--- config.mk ---
export PLATFORM = sky130hd
export DESIGN_NAME = art_timer
export DESIGN_NICKNAME = d
export VERILOG_FILES = /design/src/verilog/art_pkg.sv /design/src/verilog/art_timer.sv
export SDC_FILE = /design/constraint.sdc
export NUM_CORES = 1
export LEC_CHECK = 0
export ABC_AREA = 1
export BUFFER_PORTS_ARGS = -buffer_cell sky130_fd_sc_hd__buf_2
export CAP_MARGIN = 20
export CELL_PAD_IN_SITES_DETAIL_PLACEMENT = 0
export CELL_PAD_IN_SITES_GLOBAL_PLACEMENT = 1
export CORE_MARGIN = 2
export CORE_UTILIZATION = 35
export DETAILED_ROUTE_END_ITERATION = 7
export HOLD_SLACK_MARGIN = 0.08
export MAX_ROUTING_LAYER = met4
export PLACE_DENSITY = 0.72
export SLEW_MARGIN = 10
export SYNTH_ARGS = -nofsm -noshare
export SYNTH_HDL_FRONTEND = slang
export SYNTH_SLANG_ARGS = --single-unit
export TNS_END_PERCENT = 50
--- constraint.sdc ---
create_clock -name clk -period 3.25 [get_ports clk]
set_input_delay 0.325 -clock clk [delete_from_list [all_inputs] [get_ports clk]]
set_output_delay 0.325 -clock clk [all_outputs]
set_load 0.05 [all_outputs]
--- src/verilog/art_pkg.sv ---
// package: register map, field positions and reset values of the auto-reload pwm timer
package art_pkg;
	// ------------------------------------------------------------
	// register indices (8-bit registers, byte address = index)
	// ------------------------------------------------------------
	localparam logic [3:0] ADDR_DUTY3 = 4'h4;
	localparam logic [3:0] ADDR_DUTY2 = 4'h5;
	localparam logic [3:0] ADDR_DUTY1 = 4'h6;
	localparam logic [3:0] ADDR_DUTY0 = 4'h7;
	localparam logic [3:0] ADDR_PWM_CTRL = 4'h8;
	localparam logic [3:0] ADDR_TIMER_CSR = 4'h9;
	localparam logic [3:0] ADDR_COUNTER = 4'hA;
	localparam logic [3:0] ADDR_RELOAD = 4'hB;
	localparam logic [3:0] ADDR_CAPT_CSR = 4'hC;
	localparam logic [3:0] ADDR_CAPT1 = 4'hD;
	localparam logic [3:0] ADDR_CAPT2 = 4'hE;
	localparam logic [3:0] ADDR_HALT = 4'hF;
	// ------------------------------------------------------------
	// timer control/status fields
	// ------------------------------------------------------------
	localparam int EXT_CLOCK_SELECT_BIT = 7;
	localparam int COUNTER_CLOCK_DIV_HI = 6;
	localparam int COUNTER_CLOCK_DIV_LO = 4;
	localparam int COUNTER_RUN_BIT = 3;
	localparam int FORCE_RELOAD_BIT = 2;
	localparam int OVERFLOW_IRQ_EN_BIT = 1;
	localparam int OVERFLOW_FLAG_BIT = 0;
	// ------------------------------------------------------------
	// capture control/status fields
	// ------------------------------------------------------------
	localparam int CAPTURE_EDGE_LO = 4;
	localparam int CAPTURE_IRQ_EN_LO = 2;
	localparam int CAPTURE_FLAG_LO = 0;
	// ------------------------------------------------------------
	// other constants
	// ------------------------------------------------------------
	localparam int PWM_CHANNELS = 4;
	localparam int CAPTURE_CHANNELS = 2;
	localparam int PRESCALER_BITS = 7;
	localparam logic [7:0] REG_RESET = 8'h00;
	localparam logic [7:0] COUNTER_TOP = 8'hFF;
endpackage : art_pkg

--- src/verilog/art_timer.sv ---
// module: 8-bit auto-reload pwm timer with prescaler, four pwm outputs and two captures
`timescale 1ns/1ns
module art_timer
	import art_pkg::*;
(
	input wire logic clk,
	input wire logic rst_n,
	input wire logic [3:0] reg_addr,
	input wire logic [7:0] reg_wdata,
	input wire logic reg_write,
	input wire logic reg_read,
	output logic [7:0] reg_rdata,
	input wire logic ext_clock_in,
	input wire logic [1:0] capture_input,
	output logic [3:0] pwm_output,
	output logic [3:0] pwm_output_en,
	output logic overflow_irq,
	output logic [1:0] capture_irq,
	output logic wake_request
);
	// ------------------------------------------------------------
	// registers
	// ------------------------------------------------------------
	logic [7:0] timer_csr;
	logic [7:0] counter;
	logic [7:0] reload_value;
	logic [7:0] pwm_ctrl;
	logic [7:0] duty [PWM_CHANNELS];
	logic [7:0] compare_shadow [PWM_CHANNELS];
	logic [5:2] capt_cfg;
	logic [1:0] capture_flag;
	logic [7:0] capture_value [CAPTURE_CHANNELS];
	logic halt_mode;
	logic [PRESCALER_BITS-1:0] prescaler;
	logic [3:0] pwm_level;

	// ------------------------------------------------------------
	// address decode
	// ------------------------------------------------------------
	wire wr_csr = reg_write && (reg_addr == ADDR_TIMER_CSR);
	wire wr_counter = reg_write && (reg_addr == ADDR_COUNTER);
	wire wr_reload = reg_write && (reg_addr == ADDR_RELOAD);
	wire wr_pwm_ctrl = reg_write && (reg_addr == ADDR_PWM_CTRL);
	wire wr_capt_csr = reg_write && (reg_addr == ADDR_CAPT_CSR);
	wire wr_halt = reg_write && (reg_addr == ADDR_HALT);
	wire rd_csr = reg_read && (reg_addr == ADDR_TIMER_CSR);
	wire [1:0] rd_capt;
	assign rd_capt[0] = reg_read && (reg_addr == ADDR_CAPT1);
	assign rd_capt[1] = reg_read && (reg_addr == ADDR_CAPT2);
	wire force_reload = wr_csr && reg_wdata[FORCE_RELOAD_BIT];

	// ------------------------------------------------------------
	// input synchronisers and edge detection
	// ------------------------------------------------------------
	logic [2:0] ext_sync;
	logic [2:0] cap_sync [CAPTURE_CHANNELS];
	always_ff @(posedge clk or negedge rst_n) begin
		if (!rst_n) begin
			ext_sync <= 3'h0;
		end else begin
			ext_sync <= {ext_sync[1:0], ext_clock_in};
		end
	end
	wire ext_rise = ext_sync[1] && !ext_sync[2];

	// ------------------------------------------------------------
	// prescaler and counter
	// ------------------------------------------------------------
	wire ext_sel = timer_csr[EXT_CLOCK_SELECT_BIT];
	wire run = timer_csr[COUNTER_RUN_BIT];
	wire [2:0] div_sel = timer_csr[COUNTER_CLOCK_DIV_HI:COUNTER_CLOCK_DIV_LO];
	wire input_tick = run && (ext_sel ? ext_rise : 1'b1);
	// the tick is the falling edge of the selected prescaler tap
	wire [PRESCALER_BITS:0] next_prescaler_full = {1'b0, prescaler} + 8'h01;
	wire [PRESCALER_BITS-1:0] next_prescaler = next_prescaler_full[PRESCALER_BITS-1:0];
	wire [PRESCALER_BITS:0] tap_mask = (8'h01 << div_sel) - 8'h01;
	wire count_tick = input_tick &&
		((next_prescaler_full & tap_mask) == 8'h00);
	wire overflow = count_tick && (counter == COUNTER_TOP);

	// loading the counter either way also clears the prescaler, so counting
	// starts on a known phase
	always_ff @(posedge clk or negedge rst_n) begin
		if (!rst_n) begin
			prescaler <= '0;
		end else if (force_reload || wr_counter) begin
			prescaler <= '0;
		end else if (input_tick) begin
			prescaler <= next_prescaler;
		end
	end

	always_ff @(posedge clk or negedge rst_n) begin
		if (!rst_n) begin
			counter <= REG_RESET;
		end else if (wr_counter) begin
			counter <= reg_wdata;
		end else if (force_reload) begin
			counter <= reload_value;
		end else if (overflow) begin
			counter <= reload_value;
		end else if (count_tick) begin
			counter <= counter + 8'h01;
		end
	end

	// ------------------------------------------------------------
	// control registers
	// ------------------------------------------------------------
	wire [7:0] next_timer_csr;
	assign next_timer_csr[7:COUNTER_RUN_BIT] = wr_csr ? reg_wdata[7:COUNTER_RUN_BIT] :
		timer_csr[7:COUNTER_RUN_BIT];
	// the force-reload bit acts as a strobe and is never stored
	assign next_timer_csr[FORCE_RELOAD_BIT] = 1'b0;
	assign next_timer_csr[OVERFLOW_IRQ_EN_BIT] = wr_csr ? reg_wdata[OVERFLOW_IRQ_EN_BIT] :
		timer_csr[OVERFLOW_IRQ_EN_BIT];
	// set wins over the read that clears, so an overflow in the reading cycle is kept
	assign next_timer_csr[OVERFLOW_FLAG_BIT] = overflow ||
		(timer_csr[OVERFLOW_FLAG_BIT] && !rd_csr);
	wire [7:0] next_reload_value = wr_reload ? reg_wdata : reload_value;
	wire [7:0] next_pwm_ctrl = wr_pwm_ctrl ? reg_wdata : pwm_ctrl;
	wire [5:2] next_capt_cfg = wr_capt_csr ? reg_wdata[5:2] : capt_cfg;
	wire next_halt_mode = wr_halt ? reg_wdata[0] : halt_mode;

	always_ff @(posedge clk or negedge rst_n) begin
		if (!rst_n) begin
			timer_csr <= REG_RESET;
		end else begin
			timer_csr <= next_timer_csr;
		end
	end

	always_ff @(posedge clk or negedge rst_n) begin
		if (!rst_n) begin
			reload_value <= REG_RESET;
		end else begin
			reload_value <= next_reload_value;
		end
	end

	always_ff @(posedge clk or negedge rst_n) begin
		if (!rst_n) begin
			pwm_ctrl <= REG_RESET;
		end else begin
			pwm_ctrl <= next_pwm_ctrl;
		end
	end

	always_ff @(posedge clk or negedge rst_n) begin
		if (!rst_n) begin
			capt_cfg <= 4'h0;
		end else begin
			capt_cfg <= next_capt_cfg;
		end
	end

	always_ff @(posedge clk or negedge rst_n) begin
		if (!rst_n) begin
			halt_mode <= 1'b0;
		end else begin
			halt_mode <= next_halt_mode;
		end
	end

	// ------------------------------------------------------------
	// pwm channels
	// ------------------------------------------------------------
	genvar ch;
	generate
		for (ch = 0; ch < PWM_CHANNELS; ch++) begin : g_pwm
			localparam logic [3:0] DUTY_ADDR = ADDR_DUTY0 - 4'(ch);
			wire wr_duty = reg_write && (reg_addr == DUTY_ADDR);
			wire pol = pwm_ctrl[ch];
			wire next_pol = wr_pwm_ctrl ? reg_wdata[ch] : pol;
			wire pol_flip = wr_pwm_ctrl && (reg_wdata[ch] != pol);
			wire compare_hit = count_tick && !overflow &&
				(counter == compare_shadow[ch]);
			// a period restarts on overflow and on any load of the counter
			wire restart = overflow || force_reload || wr_counter;
			wire [7:0] next_duty = wr_duty ? reg_wdata : duty[ch];
			// the shadow moves only at overflow, so a duty write mid-period cannot glitch
			wire [7:0] next_compare = overflow ? duty[ch] : compare_shadow[ch];
			// level is the "counter <= compare" phase, polarity applied after
			wire next_level = restart ? 1'b1 : (compare_hit ? 1'b0 : pwm_level[ch]);
			wire next_out = overflow ? !next_pol :
				compare_hit ? next_pol :
				pol_flip ? !pwm_output[ch] :
				pwm_level[ch] ^ pol;
			wire next_en = wr_pwm_ctrl ? reg_wdata[ch+4] : pwm_ctrl[ch+4];

			// ------------------------------------------------------------
			// pwm state registers
			// ------------------------------------------------------------
			always_ff @(posedge clk or negedge rst_n) begin
				if (!rst_n) begin
					duty[ch] <= REG_RESET;
				end else begin
					duty[ch] <= next_duty;
				end
			end

			always_ff @(posedge clk or negedge rst_n) begin
				if (!rst_n) begin
					compare_shadow[ch] <= REG_RESET;
				end else begin
					compare_shadow[ch] <= next_compare;
				end
			end

			always_ff @(posedge clk or negedge rst_n) begin
				if (!rst_n) begin
					pwm_level[ch] <= 1'b0;
				end else begin
					pwm_level[ch] <= next_level;
				end
			end

			always_ff @(posedge clk or negedge rst_n) begin
				if (!rst_n) begin
					pwm_output[ch] <= 1'b0;
				end else begin
					pwm_output[ch] <= next_out;
				end
			end

			always_ff @(posedge clk or negedge rst_n) begin
				if (!rst_n) begin
					pwm_output_en[ch] <= 1'b0;
				end else begin
					pwm_output_en[ch] <= next_en;
				end
			end
		end
	endgenerate

	// ------------------------------------------------------------
	// capture channels
	// ------------------------------------------------------------
	generate
		for (ch = 0; ch < CAPTURE_CHANNELS; ch++) begin : g_capt
			// the first stage is read only by the second, never by logic
			wire rise = cap_sync[ch][1] && !cap_sync[ch][2];
			wire fall = !cap_sync[ch][1] && cap_sync[ch][2];
			wire edge_sel = capt_cfg[CAPTURE_EDGE_LO + ch];
			wire hit = edge_sel ? rise : fall;
			// a new edge in the reading cycle is kept; set wins
			wire take = hit && (!capture_flag[ch] || rd_capt[ch]);
			wire next_flag = take || (capture_flag[ch] && !rd_capt[ch]);
			wire [7:0] next_capture = take ? counter : capture_value[ch];

			// ------------------------------------------------------------
			// capture state registers
			// ------------------------------------------------------------
			always_ff @(posedge clk or negedge rst_n) begin
				if (!rst_n) begin
					cap_sync[ch] <= 3'h0;
				end else begin
					cap_sync[ch] <= {cap_sync[ch][1:0], capture_input[ch]};
				end
			end

			always_ff @(posedge clk or negedge rst_n) begin
				if (!rst_n) begin
					capture_flag[ch] <= 1'b0;
				end else begin
					capture_flag[ch] <= next_flag;
				end
			end

			always_ff @(posedge clk or negedge rst_n) begin
				if (!rst_n) begin
					capture_value[ch] <= REG_RESET;
				end else begin
					capture_value[ch] <= next_capture;
				end
			end
		end
	endgenerate

	// ------------------------------------------------------------
	// interrupt and wake outputs
	// ------------------------------------------------------------
	wire [1:0] capt_irq_en = capt_cfg[CAPTURE_IRQ_EN_LO+1:CAPTURE_IRQ_EN_LO];
	wire [1:0] capt_pending = capture_flag & capt_irq_en;
	wire next_overflow_irq = timer_csr[OVERFLOW_FLAG_BIT] &&
		timer_csr[OVERFLOW_IRQ_EN_BIT];
	// halt does not stop the timer; it only lets a pending capture wake the chip
	wire next_wake = halt_mode && |capt_pending;

	always_ff @(posedge clk or negedge rst_n) begin
		if (!rst_n) begin
			overflow_irq <= 1'b0;
		end else begin
			overflow_irq <= next_overflow_irq;
		end
	end

	always_ff @(posedge clk or negedge rst_n) begin
		if (!rst_n) begin
			capture_irq <= 2'h0;
		end else begin
			capture_irq <= capt_pending;
		end
	end

	always_ff @(posedge clk or negedge rst_n) begin
		if (!rst_n) begin
			wake_request <= 1'b0;
		end else begin
			wake_request <= next_wake;
		end
	end

	// ------------------------------------------------------------
	// read mux
	// ------------------------------------------------------------
	// read data is zero outside the read slot, so an or-tree of slaves needs no gating
	logic [7:0] next_rdata;
	always_comb begin
		next_rdata = 8'h00;
		unique case (reg_addr)
			ADDR_DUTY3: next_rdata = duty[3];
			ADDR_DUTY2: next_rdata = duty[2];
			ADDR_DUTY1: next_rdata = duty[1];
			ADDR_DUTY0: next_rdata = duty[0];
			ADDR_PWM_CTRL: next_rdata = pwm_ctrl;
			ADDR_TIMER_CSR: next_rdata = timer_csr & 8'hFB;
			ADDR_COUNTER: next_rdata = counter;
			ADDR_RELOAD: next_rdata = reload_value;
			ADDR_CAPT_CSR: next_rdata = {2'b00, capt_cfg, capture_flag};
			ADDR_CAPT1: next_rdata = capture_value[0];
			ADDR_CAPT2: next_rdata = capture_value[1];
			ADDR_HALT: next_rdata = {7'h00, halt_mode};
			default: next_rdata = 8'h00;
		endcase
	end
	always_ff @(posedge clk or negedge rst_n) begin
		if (!rst_n) begin
			reg_rdata <= 8'h00;
		end else if (reg_read) begin
			reg_rdata <= next_rdata;
		end else begin
			reg_rdata <= 8'h00;
		end
	end
endmodule : art_timer
==> metrics.md <==
| Metric | Value |
|---|---|
| Slew @ Worst Pin | `0.6983 ns` |
| Final Hold Fails | `0` |
| Cell family with most CP delay | `simple AND/OR/NAND/NOR gates` |
| Compound-Gate Fraction of Synth Area | `0.1241` |
| Startpoint Class | `register` |
| Post-cts resize count | `0` |
| Worst EP required | `about 3.6 ns` |
| Status | `complete, no violations` |
| Total negative slack | `0 ns` |
| Maximum vdd drop | `approximately 360 uV` |
| Share of the synthesized area in the top cell type | `0.5326` |
| Placed Cells | `~1200` |
| Ys Warns | `0` |
| Clk sinks | `158` |
| Wire per inst | `between 15 and 20 um` |
| H-tree levels | `4` |
| Syn nets | `901` |
| RSZ-0062 raised after global routing | `no` |
| 1st-iter DRT viols | `between 400 and 500` |
| Pwr/cell area | `750.6 nW/um2` |
| DR WL met2 | `approximately 9.4 mm` |
| Fin crit period | `2.479 ns` |
| Seq/Total Area, Yosys | `0.5326` |
| Fill cells | `2111` |
| DR pass1 iterations | `5` |
| Synth Instances | `between 800 and 900` |
| HPWL after DPL | `15.68 mm` |
| Syn avg cell area | `8.445 um2` |
| I/O pin cnt | `39` |
| Flops & latches, synth | `around 160` |
| Setup Skew | `0.009015 ns` |
| Remaining DRCs | `0` |
| Post-Synth Adder-Cell Area | `0.005056` |
| Post-Syn Area | `between 7000 and 8000 um2` |
| Hold crit path type | `in -> reg` |
| CTS tree | `built` |
| Final Net Count | `941` |
| Root buf cell | `clkbuf_16` |
| Largest net degree at the start of global routing | `slightly above 70` |
| First-pass GRT wire length | `34.60 mm` |
| Row cnt | `53` |
| Clock transition at path regs | `0.07 ns` |
| Vias in the first global route | `5838` |
| WP buf/inv | `1` |
| Type of the worst setup path | `reg -> reg` |
| Total gr overflow | `0` |
| Final hold slack | `0.1253 ns` |
| Post-DRT Antenna Nets | `0` |
| Top post-synthesis cells by area | `dfrtp_1 (53%), nand2_1 (14%), o21ai_0 (6.7%)` |
| Top cell by count, worst path | `nand2_1` |
| Worst setup EP type | `register` |
| Final period utilization | `0.7629` |
| DR vias | `6066` |
| Slew Viols, Final | `0` |
| Final std cells w/o fill | `1206` |
| Cells along the critical path | `ha_1 > nand3_1 > nor3_2 > nand2_1 > nor2_2 > nand3_4 > inv_2 > nand2_1 > nand2_1` |
| Worst-path cell with the longest stage delay | `dfrtp_1` |
| Worst Path Max Fanout | `28` |
| Post-synthesis simple-gate area fraction | `0.2238` |
| P&R area growth vs syn | `14.29%` |
| Clk_lat worst skew | `0.43 ns` |
| DIE WIDTH | `roughly 150 um` |
| Fmax | `approximately 0.40 GHz` |
| Static Leak | `0.004186 uW` |
| Maximum clock path buffer count | `2` |
| Die Y-Extent | `between 100 and 150 um` |
| CTS buffer count | `17` |
| GRT Overall Usage | `0.2129` |
| Core area | `20890 um2` |
| Max-Cap Viols | `0` |
| Multiplexer share of the synthesized area | `0` |
| Worst slew margin | `0.5345` |
| Tot Pwr | `6368 uW` |
| CP arrival | `around 2.9 ns` |
| Initial antenna violation count | `0` |
| Top sig layer | `met4` |
| Final setup fails | `0` |
| Post-CTS Setup Repair Bufs | `0` |
| Gpl congestion | `0.8586` |
| XOR/XNOR share of the synthesized area | `0.05073` |
| Die area | `22390 um2` |
| Post-synthesis cell type with the largest combined area | `dfrtp_1` |
| Ant. Diodes | `0` |
| WL met3 | `1.120 mm` |
| Starting density of the core | `0.3554` |
| Vias per Instance | `5.030` |
| Layout cells sized above 1 | `0.1106` |
| Port Buf Inserts | `38` |
| Met1 WL | `10.56 mm` |
| Main combinational cell family by area after synthesis | `simple AND/OR/NAND/NOR gates` |
| Wirelength, routed | `around 22 mm` |
| Synth cell types | `35` |
| CP peak stage delay | `approximately 0.61 ns` |
[logic make-up (layout without fill, tap and decap cells)]
kind of cell             Yosys count  count (layout)
AO/OA/AOI/OAI                    165             165
XOR/XNOR                          43              43
adder cells (fa/ha/maj)            3               3
buffers and inverters            117             169
flip-flops                       158             158
AND/OR/NAND/NOR                  393             393
[tightest hold or removal path, stage by stage]
cell	delay, ns
buf_2	0.09
nand2_1	0.05
o21ai_0	0.06
[metal layers]
layer  vias up  global-route usage
met5         -                   -
met4         0             0.06810
met3        32             0.03445
met2       189              0.3087
met1      2921              0.3048
li1       2924                   -
[per-stage QoR]
| step | worst slack (ns) | cell area (um2) | utilization |
|---|---|---|---|
| 2_1_floorplan | 1.342 | 7423 | - |
| 3_3_place_gp | 0.8147 | 7886 | 0.3775 |
| 3_5_place_dp | 0.7930 | 7886 | 0.3775 |
| 4_1_cts | 0.7707 | 8484 | 0.4062 |
| 5_1_grt | 0.5244 | 8484 | 0.4062 |
| 6_report | 0.7705 | 8484 | 0.4062 |
[power breakdown]
group | internal (uW) | total (uW) | switching (uW)
logic | 603 | 1610 | 1010
clock network | 1070 | 1920 | 847
registers | 2400 | 2830 | 437
[flip-flops by register name (all words and copies together) (netlist names), 8 cells and up]
| signal | count |
|---|---|
| counter | 8 |
| duty | 32 |
| capture_value | 16 |
| compare_shadow | 32 |
| reg_rdata | 8 |
| pwm_ctrl | 8 |
| reload_value | 8 |
[what timing repair did]
item                                    4_1_cts  5_1_grt
endpoints found under the hold margin        70        0
endpoints found under the setup margin        0        0
hold buffers                                  4        0
[layout make-up]
class	instances	area (um2)	share of cell area
clock inverter	12	115.1	0.01357
timing repair buffer	48	294.0	0.03466
sequential	158	3954	0.4660
tap	275	344.1	0.04055
multi-input combinational	604	2997	0.3532
inverter	90	337.8	0.03982
clock buffer	19	442.9	0.05220
[cells in the mapped netlist]
cell type  count
a211oi_1       1
a21boi_0       1
a21oi_1       25
a221oi_1      16
a22o_1         3
a31oi_1        2
buf_2          6
buf_4          5
buf_6          1
clkbuf_1      15
clkinv_1       2
dfrtp_1      158
ha_1           3
inv_1         78
inv_2         10
nand2_1      285
nand2_2        2
nand2_4        1
nand2b_1       1
nand3_1       39
nand3_4        1
nand4_1       16
nor2_1        31
nor2_2         7
nor2_4         5
nor3_1         2
nor3_2         1
o21ai_0      100
o21ai_1       10
o221ai_1       1
o22ai_1        4
o2bb2ai_1      2
or2_2          2
xnor2_1       33
xor2_1        10
[layout by cell type (no fill, tap or decap), types with 10 or more instances in the layout]
cell         n
nand2_1    285
dfrtp_1    158
o21ai_0    100
inv_1       78
nand3_1     39
buf_2       37
xnor2_1     33
nor2_1      31
a21oi_1     25
clkbuf_16   17
a221oi_1    16
nand4_1     16
inv_2       10
o21ai_1     10
xor2_1      10
[worst paths after layout]
check | startpoint | to | slack (ns) | depth (start not counted)
max in group asynchronous | rst_n | compare_shadow[28] | 1.98 | 3
min | reg_wdata[6] | timer_csr[6] | 0.13 | 3
max reg2reg | counter[1] | compare_shadow[12] | 0.77 | 9
max | counter[1] | compare_shadow[12] | 0.77 | 9
min reg2reg | ext_sync[0] | ext_sync[1] | 0.35 | 0
min in group asynchronous | rst_n | capt_cfg[4] | 0.47 | 2
(Power assumes the default switching activity.)
